[src/inc/serial_params.svh]
/*
  Offsets, field positions, reset values and timing floor of the serial port block.
  Assumes byte addressing on a 32-bit AXI4-Lite register bus.
*/
`ifndef SERIAL_PARAMS_SVH
`define SERIAL_PARAMS_SVH
`define A_CTRL   8'h00
`define A_BAUD   8'h04
`define A_TX     8'h08
`define A_RX     8'h0c
`define A_STAT   8'h10
`define A_PSEL   8'h14
`define C_W8     0
`define C_NINTH  1
`define C_CLKD   2
`define C_MST    3
`define C_SMD    4
`define C_GPO    6
`define C_GDIR   7
`define C_GOUT   8
`define C_HDLC   9
`define C_IRDA   10
`define S_BUSY   0
`define S_AVAIL  1
`define S_OVR    2
`define S_PROGRAMMING_CONNECTOR   3
`define S_GPIN   4
`define S_PERR   5
`define RX_VALID 31
`define MIN_DIV  16'h0008
`define BAUD_RST 16'h0008
`define CTRL_RST 11'h001
`define RESP_OK  2'h0
`define RESP_ERR 2'h2
`endif

[src/inc/serial_pkg.sv]
/*
  Types of the serial port block: engine states and the packed state record.
  Assumes nothing beyond a SystemVerilog compiler.
*/
package serial_pkg;
  typedef enum logic {TX_IDLE, TX_RUN} tx_st_t;
  typedef enum logic {RX_IDLE, RX_RUN} rx_st_t;
  typedef struct packed {
    logic        aw_got;
    logic        w_got;
    logic        awready;
    logic        wready;
    logic        bvalid;
    logic        arready;
    logic        rvalid;
    logic [1:0]  bresp;
    logic [1:0]  rresp;
    logic [7:0]  awaddr;
    logic [31:0] wdata;
    logic [3:0]  wstrb;
    logic [31:0] rdata;
    logic [10:0] ctrl;
    logic [15:0] baud;
    logic [3:0]  psel;
    logic [3:0]  sy1;
    logic [3:0]  sy2;
    logic [1:0]  sp;
    logic [1:0]  boot_cnt;
    logic        programming_connector;
    logic        boot_serial;
    logic        exec_zero;
    tx_st_t      tx_st;
    logic [11:0] tx_sh;
    logic [3:0]  tx_cnt;
    logic [15:0] tx_div;
    logic        txd;
    logic        sclk_o;
    logic        sclk_oe;
    rx_st_t      rx_st;
    logic [8:0]  rx_sh;
    logic [3:0]  rx_cnt;
    logic [15:0] rx_div;
    logic [8:0]  fq0;
    logic [8:0]  fq1;
    logic [1:0]  fcnt;
    logic        ovr;
    logic        status_n;
    logic        f_ok;
    logic        f_irda;
  } st_t;
endpackage : serial_pkg

[src/serial_ports.sv]
/*
  Serial port A engine (async or clocked), startup-mode capture, status pin,
  port F routing check, AXI4-Lite register slave.
  Assumes pins are asynchronous to aclk; first_fetch and int_ack come from aclk logic.
*/
// Added by the designer: the AXI4-Lite slave port and the address map.
`timescale 1ns/1ns
`include "serial_params.svh"

module serial_ports (
  input  wire logic        aclk,
  input  wire logic        aresetn,
  input  wire logic        s_axi_awvalid,
  output      logic        s_axi_awready,
  input  wire logic [7:0]  s_axi_awaddr,
  input  wire logic        s_axi_wvalid,
  output      logic        s_axi_wready,
  input  wire logic [31:0] s_axi_wdata,
  input  wire logic [3:0]  s_axi_wstrb,
  output      logic        s_axi_bvalid,
  input  wire logic        s_axi_bready,
  output      logic [1:0]  s_axi_bresp,
  input  wire logic        s_axi_arvalid,
  output      logic        s_axi_arready,
  input  wire logic [7:0]  s_axi_araddr,
  output      logic        s_axi_rvalid,
  input  wire logic        s_axi_rready,
  output      logic [31:0] s_axi_rdata,
  output      logic [1:0]  s_axi_rresp,
  input  wire logic        port_a_rxd,
  output      logic        port_a_txd,
  input  wire logic        port_a_serial_clock_i,
  output      logic        port_a_serial_clock_o,
  output      logic        port_a_serial_clock_oe,
  input  wire logic        startup_sel_0,
  input  wire logic        startup_sel_1,
  input  wire logic        first_fetch,
  input  wire logic        int_ack,
  output      logic        status_n,
  output      logic        program_mode,
  output      logic        boot_serial,
  output      logic        exec_zero,
  output      logic        port_f_clock_ok,
  output      logic        port_f_irda
);
  import serial_pkg::*;

  st_t         s_r;
  st_t         s_nxt;
  logic [3:0]  nb;
  logic [3:0]  tot;
  logic        en;
  logic        clk_md;
  logic        mst;
  logic        rise;
  logic        wr_go;
  logic        push;
  logic        pop;
  logic [15:0] dv;
  logic [31:0] w;
  logic [8:0]  rw;
  logic [8:0]  pv;
  logic [11:0] fr;

  function automatic logic [31:0] mrg(input logic [31:0] o, input logic [31:0] d,
                                      input logic [3:0] b);
    logic [31:0] r;
    r = o;
    for (int i = 0; i < 4; i++) begin
      if (b[i]) r[i*8 +: 8] = d[i*8 +: 8];
    end
    return r;
  endfunction : mrg

  ////////////////////////////////////////////////////////////////////////////////
  always_comb begin
    s_nxt  = s_r;
    nb     = s_r.ctrl[`C_W8] ? 4'h8 : 4'h7;
    en     = s_r.ctrl[`C_NINTH];
    tot    = nb + {3'h0, en} + 4'h2;
    clk_md = s_r.ctrl[`C_CLKD] & ~s_r.programming_connector;
    mst    = s_r.ctrl[`C_MST];
    dv     = (s_r.baud < `MIN_DIV) ? `MIN_DIV : s_r.baud;
    rise   = s_r.sy2[1] & ~s_r.sp[1];
    wr_go  = 1'b0;
    push   = 1'b0;
    pop    = 1'b0;
    rw     = s_r.wdata[8:0];
    pv     = 9'h000;
    fr     = 12'hfff;
    w      = 32'h0000_0000;
    // Pin synchronisers
    s_nxt.sy1 = {startup_sel_1, startup_sel_0, port_a_serial_clock_i, port_a_rxd};
    s_nxt.sy2 = s_r.sy1;
    s_nxt.sp  = s_r.sy2[1:0];
    // Startup mode capture
    if (s_r.boot_cnt != 2'h3) begin
      s_nxt.boot_cnt = s_r.boot_cnt + 2'h1;
      if (s_r.boot_cnt == 2'h2) begin
        s_nxt.programming_connector        = s_r.sy2[3] & s_r.sy2[2];
        s_nxt.boot_serial = s_r.sy2[3] & s_r.sy2[2];
        s_nxt.exec_zero   = ~(s_r.sy2[3] & s_r.sy2[2]);
      end
    end
    // Register writes
    if (s_axi_awvalid & s_r.awready) begin
      s_nxt.aw_got = 1'b1;
      s_nxt.awaddr = s_axi_awaddr;
    end
    if (s_axi_wvalid & s_r.wready) begin
      s_nxt.w_got = 1'b1;
      s_nxt.wdata = s_axi_wdata;
      s_nxt.wstrb = s_axi_wstrb;
    end
    if (s_r.aw_got & s_r.w_got & ~s_r.bvalid) begin
      s_nxt.aw_got = 1'b0;
      s_nxt.w_got  = 1'b0;
      s_nxt.bvalid = 1'b1;
      s_nxt.bresp  = `RESP_OK;
      case (s_r.awaddr)
        `A_CTRL: begin
          w = mrg({21'h0, s_r.ctrl}, s_r.wdata, s_r.wstrb);
          s_nxt.ctrl = w[10:0];
        end
        `A_BAUD: begin
          w = mrg({16'h0, s_r.baud}, s_r.wdata, s_r.wstrb);
          s_nxt.baud = w[15:0];
        end
        `A_TX: begin
          wr_go = (s_r.tx_st == TX_IDLE) & (~clk_md | ~mst | (s_r.fcnt != 2'h2));
        end
        `A_STAT: begin
          if (s_r.wdata[`S_OVR] & s_r.wstrb[0]) s_nxt.ovr = 1'b0;
        end
        `A_PSEL: begin
          if (s_r.wstrb[0]) s_nxt.psel = s_r.wdata[3:0];
        end
        `A_RX: begin
          s_nxt.bresp = `RESP_OK;
        end
        default: begin
          s_nxt.bresp = `RESP_ERR;
        end
      endcase
    end
    if (s_r.bvalid & s_axi_bready) s_nxt.bvalid = 1'b0;
    s_nxt.awready = ~s_nxt.aw_got & ~s_nxt.bvalid;
    s_nxt.wready  = ~s_nxt.w_got & ~s_nxt.bvalid;
    // Register reads
    if (s_axi_arvalid & s_r.arready) begin
      s_nxt.rvalid = 1'b1;
      s_nxt.rresp  = `RESP_OK;
      s_nxt.rdata  = 32'h0000_0000;
      case (s_axi_araddr)
        `A_CTRL: s_nxt.rdata = {21'h0, s_r.ctrl};
        `A_BAUD: s_nxt.rdata = {16'h0, s_r.baud};
        `A_TX:   s_nxt.rdata = 32'h0000_0000;
        `A_RX: begin
          s_nxt.rdata = {s_r.fcnt != 2'h0, 22'h0, s_r.fq0};
          pop = s_r.fcnt != 2'h0;
        end
        `A_STAT: begin
          s_nxt.rdata = {26'h0, s_r.psel[1:0] != s_r.psel[3:2], s_r.sy2[1], s_r.programming_connector,
                         s_r.ovr, s_r.fcnt != 2'h0, s_r.tx_st == TX_RUN};
        end
        `A_PSEL: s_nxt.rdata = {28'h0, s_r.psel};
        default: s_nxt.rresp = `RESP_ERR;
      endcase
    end
    if (s_r.rvalid & s_axi_rready) s_nxt.rvalid = 1'b0;
    s_nxt.arready = ~s_nxt.rvalid;
    // Transmit and clocked shift engine
    case (s_r.tx_st)
      TX_IDLE: begin
        if (wr_go) begin
          s_nxt.tx_st  = TX_RUN;
          s_nxt.tx_div = dv - 16'h0001;
          if (clk_md) begin
            s_nxt.txd    = rw[0];
            s_nxt.tx_sh  = {5'h1f, rw[7:1]};
            s_nxt.tx_cnt = 4'h8;
            if (mst) s_nxt.sclk_o = 1'b1;
          end else begin
            fr[0] = 1'b0;
            for (int i = 0; i < 8; i++) begin
              if (i < int'(nb)) fr[i+1] = rw[i];
            end
            if (en) fr[nb+4'h1] = rw[8];
            s_nxt.txd    = fr[0];
            s_nxt.tx_sh  = {1'b1, fr[11:1]};
            s_nxt.tx_cnt = tot;
          end
        end
      end
      TX_RUN: begin
        if (!clk_md) begin
          if (s_r.tx_div == 16'h0000) begin
            s_nxt.tx_div = dv - 16'h0001;
            if (s_r.tx_cnt == 4'h1) begin
              s_nxt.tx_st = TX_IDLE;
              s_nxt.txd   = 1'b1;
            end else begin
              s_nxt.txd    = s_r.tx_sh[0];
              s_nxt.tx_sh  = {1'b1, s_r.tx_sh[11:1]};
              s_nxt.tx_cnt = s_r.tx_cnt - 4'h1;
            end
          end else begin
            s_nxt.tx_div = s_r.tx_div - 16'h0001;
          end
        end else begin
          if (mst) begin
            rise = 1'b0;
            if (s_r.tx_div == 16'h0000) begin
              s_nxt.tx_div = dv - 16'h0001;
              s_nxt.sclk_o = ~s_r.sclk_o;
              rise         = ~s_r.sclk_o;
            end else begin
              s_nxt.tx_div = s_r.tx_div - 16'h0001;
            end
          end
          if (rise) begin
            s_nxt.rx_sh = {s_r.sy2[0], s_r.rx_sh[8:1]};
            if (s_r.tx_cnt == 4'h1) begin
              s_nxt.tx_st = TX_IDLE;
              push        = 1'b1;
              pv          = {1'b0, s_nxt.rx_sh[8:1]};
            end else begin
              s_nxt.txd    = s_r.tx_sh[0];
              s_nxt.tx_sh  = {1'b1, s_r.tx_sh[11:1]};
              s_nxt.tx_cnt = s_r.tx_cnt - 4'h1;
            end
          end
        end
      end
      default: s_nxt.tx_st = TX_IDLE;
    endcase
    // Async receiver
    case (s_r.rx_st)
      RX_IDLE: begin
        if (~clk_md & ~s_r.sy2[0] & s_r.sp[0]) begin
          s_nxt.rx_st  = RX_RUN;
          s_nxt.rx_div = {1'b0, dv[15:1]};
          s_nxt.rx_cnt = 4'h0;
        end
      end
      RX_RUN: begin
        if (clk_md) begin
          s_nxt.rx_st = RX_IDLE;
        end else if (s_r.rx_div == 16'h0000) begin
          s_nxt.rx_div = dv - 16'h0001;
          s_nxt.rx_cnt = s_r.rx_cnt + 4'h1;
          if (s_r.rx_cnt == 4'h0) begin
            if (s_r.sy2[0]) s_nxt.rx_st = RX_IDLE;
          end else if (s_r.rx_cnt == tot - 4'h1) begin
            s_nxt.rx_st = RX_IDLE;
            push        = s_r.sy2[0];
            pv          = s_r.rx_sh >> (4'h9 - nb - {3'h0, en});
          end else begin
            s_nxt.rx_sh = {s_r.sy2[0], s_r.rx_sh[8:1]};
          end
        end else begin
          s_nxt.rx_div = s_r.rx_div - 16'h0001;
        end
      end
      default: s_nxt.rx_st = RX_IDLE;
    endcase
    // Two-entry receive buffer
    if (pop) begin
      s_nxt.fq0  = s_r.fq1;
      s_nxt.fcnt = s_r.fcnt - 2'h1;
    end
    if (push) begin
      if (s_nxt.fcnt == 2'h2) begin
        s_nxt.ovr = 1'b1;
      end else begin
        if (s_nxt.fcnt == 2'h0) s_nxt.fq0 = pv;
        else s_nxt.fq1 = pv;
        s_nxt.fcnt = s_nxt.fcnt + 2'h1;
      end
    end
    // Clock pin ownership
    if (!clk_md) begin
      s_nxt.sclk_oe = s_r.ctrl[`C_GDIR];
      s_nxt.sclk_o  = s_r.ctrl[`C_GOUT];
    end else begin
      s_nxt.sclk_oe = mst;
      if (s_r.tx_st == TX_IDLE) s_nxt.sclk_o = 1'b1;
    end
    // Status pin
    case (s_r.ctrl[`C_SMD +: 2])
      2'h0:    s_nxt.status_n = ~first_fetch;
      2'h1:    s_nxt.status_n = ~int_ack;
      default: s_nxt.status_n = s_r.ctrl[`C_GPO];
    endcase
    s_nxt.f_ok   = s_r.ctrl[`C_HDLC] & (s_r.psel[1:0] == s_r.psel[3:2]);
    s_nxt.f_irda = s_r.ctrl[`C_HDLC] & s_r.ctrl[`C_IRDA];
  end

  always_ff @(posedge aclk) begin
    if (!aresetn) begin
      s_r          <= '0;
      s_r.ctrl     <= `CTRL_RST;
      s_r.baud     <= `BAUD_RST;
      s_r.txd      <= 1'b1;
      s_r.sclk_o   <= 1'b1;
      s_r.status_n <= 1'b1;
    end else begin
      s_r <= s_nxt;
    end
  end

  assign s_axi_awready          = s_r.awready;
  assign s_axi_wready           = s_r.wready;
  assign s_axi_bvalid           = s_r.bvalid;
  assign s_axi_bresp            = s_r.bresp;
  assign s_axi_arready          = s_r.arready;
  assign s_axi_rvalid           = s_r.rvalid;
  assign s_axi_rdata            = s_r.rdata;
  assign s_axi_rresp            = s_r.rresp;
  assign port_a_txd             = s_r.txd;
  assign port_a_serial_clock_o  = s_r.sclk_o;
  assign port_a_serial_clock_oe = s_r.sclk_oe;
  assign status_n               = s_r.status_n;
  assign program_mode           = s_r.programming_connector;
  assign boot_serial            = s_r.boot_serial;
  assign exec_zero              = s_r.exec_zero;
  assign port_f_clock_ok        = s_r.f_ok;
  assign port_f_irda            = s_r.f_irda;
endmodule : serial_ports

[config.mk]
export PLATFORM = sky130hd
export DESIGN_NAME = serial_ports
export DESIGN_NICKNAME = d
export VERILOG_FILES = /design/src/inc/serial_pkg.sv /design/src/serial_ports.sv
export VERILOG_INCLUDE_DIRS = /design/src /design/src/inc
export SDC_FILE = /design/constraint.sdc
export NUM_CORES = 1
export LEC_CHECK = 0
export ABC_CLOCK_PERIOD_IN_PS = 5440
export BUFFER_PORTS_ARGS = -buffer_cell sky130_fd_sc_hd__buf_2
export CORE_ASPECT_RATIO = 1.75
export CORE_MARGIN = 2
export CORE_UTILIZATION = 45
export CTS_CLUSTER_SIZE = 16
export DETAILED_ROUTE_END_ITERATION = 16
export GPL_TIMING_DRIVEN = 0
export PLACE_DENSITY_LB_ADDON = 0.25
export SLEW_MARGIN = 20
export SYNTH_ARGS = -nofsm -noshare
export SYNTH_HDL_FRONTEND = slang
export SYNTH_SLANG_ARGS = --single-unit
[constraint.sdc]
create_clock -name aclk -period 5.44 [get_ports aclk]
set_input_delay 1.088 -clock aclk [delete_from_list [all_inputs] [get_ports aclk]]
set_output_delay 1.088 -clock aclk [all_outputs]
set_load 0.05 [all_outputs]
==> impl_results.md <==
- Worst slew pin tran: 1.12 ns
- Clk pwr share: 40.7%
- Max-cap violations: 0
- RSZ-0062 raised after global routing: false
- Largest net degree at the start of global routing: 18
- Final Hold Viols: 0
- Post-route ant nets: 0
- Clk buf depth: 2
- Clock sink count: 187
- Crit path largest cell delay: 0.69 ns
- Avg WL per Cell: 20.4 µm
- Setup CP Type: input pin to flop
- Routed via count: 9382
- Most frequent cells in the layout: 187 x dfxtp_1, 157 x nand2_1, 123 x nor2_1, 82 x a21oi_1, 79 x buf_2
- R2r endpoint: s_r[36]
- Reg power frac: 48.4%
- HP Class: flop to flop
- WL final: 32500 µm
- Hold Path End: s_nxt[96]
- Vias per cell: 5.88
- CTS Buf Count: 17
- Hold Path Cell Cnt: 1
- CTS Hold Bufs: 0
- Final setup fails: 0
- Port Buffers: 77
- Min-delay src: s_nxt[98]
- Global-route wire length before repair: 49300 µm
- Placed instance area: 10600 µm²
- Number of synthesized flops with an enable pin: 0
- Initial antenna violation count: 0
- TritonCTS clock tree: done
- Outcome: finished, final reports clean
- Sw frac: 28.4%
- Top_reg_cell synth: dfxtp_1
- Gate power share: 10.9%
- Internal reg-to-reg setup slack: 0.97 ns
- Final Cycle Share: 85.0%
- Asr flop ratio synth: 0%
- GRT overflow: 0
- Core Region: 21400 µm²
- Detailed Routing Iterations Pass 1: 5
- NumNets Final: 1375
- Yosys cell types: 80
- Commonest non-fill, non-tap cell in the layout: dfxtp_1
- Ratio of cells with drive above 1 in the final layout: 14.2%
- Die width: 115 µm
- Fin crit period: 4.62 ns
- DPL Wire Length: 24800 µm
- Maximum VDD drop: 0.000218 V
- # IOs: 115
- H-tree Lvls: 4
- Pins Over Slew Limit: 0
- Max transition margin: 24.1%
- Sequential-to-total area share from yosys stat: 38.3%
- Worst endpoint required time: 5.80 ns
- Multi-input logic area: 5460 µm²
- Die Span Y: 199 µm
- Setup WS pre-CTS: 0.507 ns
- Row count: 71
- Initial Utilization: 45.7%
- Clk_skew: 0.00819 ns
- Fmax: 216 MHz
- Leakage: 4.67 nW
- Filler Cell Count: 2113
- Crit path max fanout: 10
- Clk slew on worst S/H paths: 0.07 ns
- Post-Syn Area: 9780 µm²
- Die ar.: 23000 µm²
- Syn Inst Count: 1180
- Cells along the critical path: buf_2, nor3_1, nand2_1, nor4_1, xnor2_1, clkinv_1, ha_1, and2b_1, and4_1, a22oi_4, and3b_1, a211oi_1
- Non-Filler Instances: 1596
- Fin worst setup slack: 0.817 ns
- Critical path data arrival time: 4.98 ns
- Int Power: 2.11 mW
- Setup Buffers After CTS: 0
- Final instance area: 11200 µm²
- Post-layout util: 52.1%
- CP Capture Type: flop
- Setup TNS: 0 ns
- Tot GR Track Use: 28.5%
- Clock root cell: clkbuf_16
- Number of global-route vias before repair: 8891
- Reg area: 3740 µm²
- Yosys warning count: 0
- R2r worst-path depth: 12
- Inst Count DP: 1565
- Slowest-stage cell, CP: nor4_1
- Syn_area_per_cell: 8.29 µm²
- R2r startpoint: s_r[116]
- Worst setup SP type: input pin
- # diodes: 0
- Post-cts repair resize count: 0
- DR iter-0 viols: 779
- Register bit total from synthesis: 187
- Worst skew pair latency: 0.45 ns
- Sw Pwr: 835 µW
- # DRC: 0
- Pwr/cell area: 264 nW/µm²
- Area delta synth->final: 14.1%
- GP Congestion: 0.977
[power groups by stage]
stage,Combinational (mW),Clock [mW],Sequential (mW)
floorplan,0.202,0,1.46
global placement,0.311,0,1.46
detailed placement,0.314,0,1.46
CTS,0.316,1.21,1.43
global route,0.343,1.26,1.43
finish,0.321,1.20,1.43
[Yosys cell counts (all sizes together) (5+ instances only)]
master  count  share of area (%)
o21ai      51                2.6
o22ai       6               0.38
xor2       20                1.8
nor2      123                4.7
a211oi     24                1.9
mux2i      71                7.3
a31oi      15                1.0
nand3      27                1.4
nand4b      8               0.72
o211a       8               0.82
o41ai       5               0.45
and2       16                1.0
nand2     157                6.0
a311oi      6               0.54
or3         8               0.51
mux2        8               0.92
dfxtp     187                 38
a21o        5               0.38
o311a       5               0.51
nor4       15                1.0
nor2b       7               0.45
o21a        6               0.46
nand4       9               0.58
nor3       34                1.8
nand2b      8               0.51
o31ai       7               0.68
ha         18                2.3
a21oi      82                4.2
clkbuf     59                2.3
and3        7               0.45
buf        48                3.6
o211ai      7               0.54
xnor2      14                1.3
o221ai      5               0.45
inv        18               0.69
or4         9               0.73
a22oi      12                1.1
[layer usage]
layer	vias up	wire (µm)	GRT usage, %	part of all wire (%)
met5	-	0	0	0
met1	4429	11700	29.7	36
met2	394	16500	50.1	51
met4	0	2610	22.0	8.0
met3	136	1660	4.43	5.1
li1	4423	-	-	-
[worst max-delay path by stage]
stage / start / endpoint / slack, ns / cells after the start
3_5_place_dp: s_axi_araddr[2] / s_r[19] / 0.51 / 12
2_1_floorplan: s_axi_araddr[2] / s_r[20] / 1.34 / 11
3_3_place_gp: s_axi_araddr[2] / s_r[20] / 0.56 / 11
6_report: s_axi_araddr[1] / s_r[20] / 0.82 / 12
5_1_grt: s_axi_araddr[1] / s_r[20] / 0.46 / 12
4_1_cts: s_axi_araddr[2] / s_r[20] / 0.93 / 11
[metrics by stage]
stage          total power, mW  hold WS, ns
2_1_floorplan             1.67        0.412
3_3_place_gp              1.77        0.414
3_5_place_dp              1.77        0.422
4_1_cts                   2.95        0.439
5_1_grt                   3.04        0.458
6_report                  2.95        0.435
[cell families (layout without fill, tap and decap cells)]
group           count (synthesis)  in the layout  synth area share [%]
simple gates                  450            450                  21.7
compound gates                284            284                  19.8
flops                         187            187                  38.3
buf+inv                       127            235                  6.66
mux                            79             79                  8.19
xor+xnor                       34             34                  3.04
fa+ha+maj                      18             18                  2.30
other cells                     1             17                0.0383
[critical path, delay by kind of cell]
| family | cells | cell delay [ns] |
|---|---|---|
| buf+inv | 2 | 0.66 |
| fa+ha+maj | 1 | 0.38 |
| simple gates | 6 | 1.88 |
| compound gates | 2 | 0.48 |
| xor+xnor | 1 | 0.49 |
[registers in the layout, summed over array words and instances (netlist names), 6 cells and up]
signal,cells
s_r,138
s_axi_rdata,17
rw,9
s_nxt,6
[area by class of cell]
cell class / instances / area share, %
clock inverter: 12 / 0.919
timing repair buffer: 77 / 3.45
sequential: 187 / 33.5
buffer: 107 / 5.17
tap: 292 / 3.27
clock buffer: 19 / 4.06
inverter: 20 / 0.673
multi-input combinational: 882 / 48.9
Note: power is estimated with default switching activity, not from simulation.
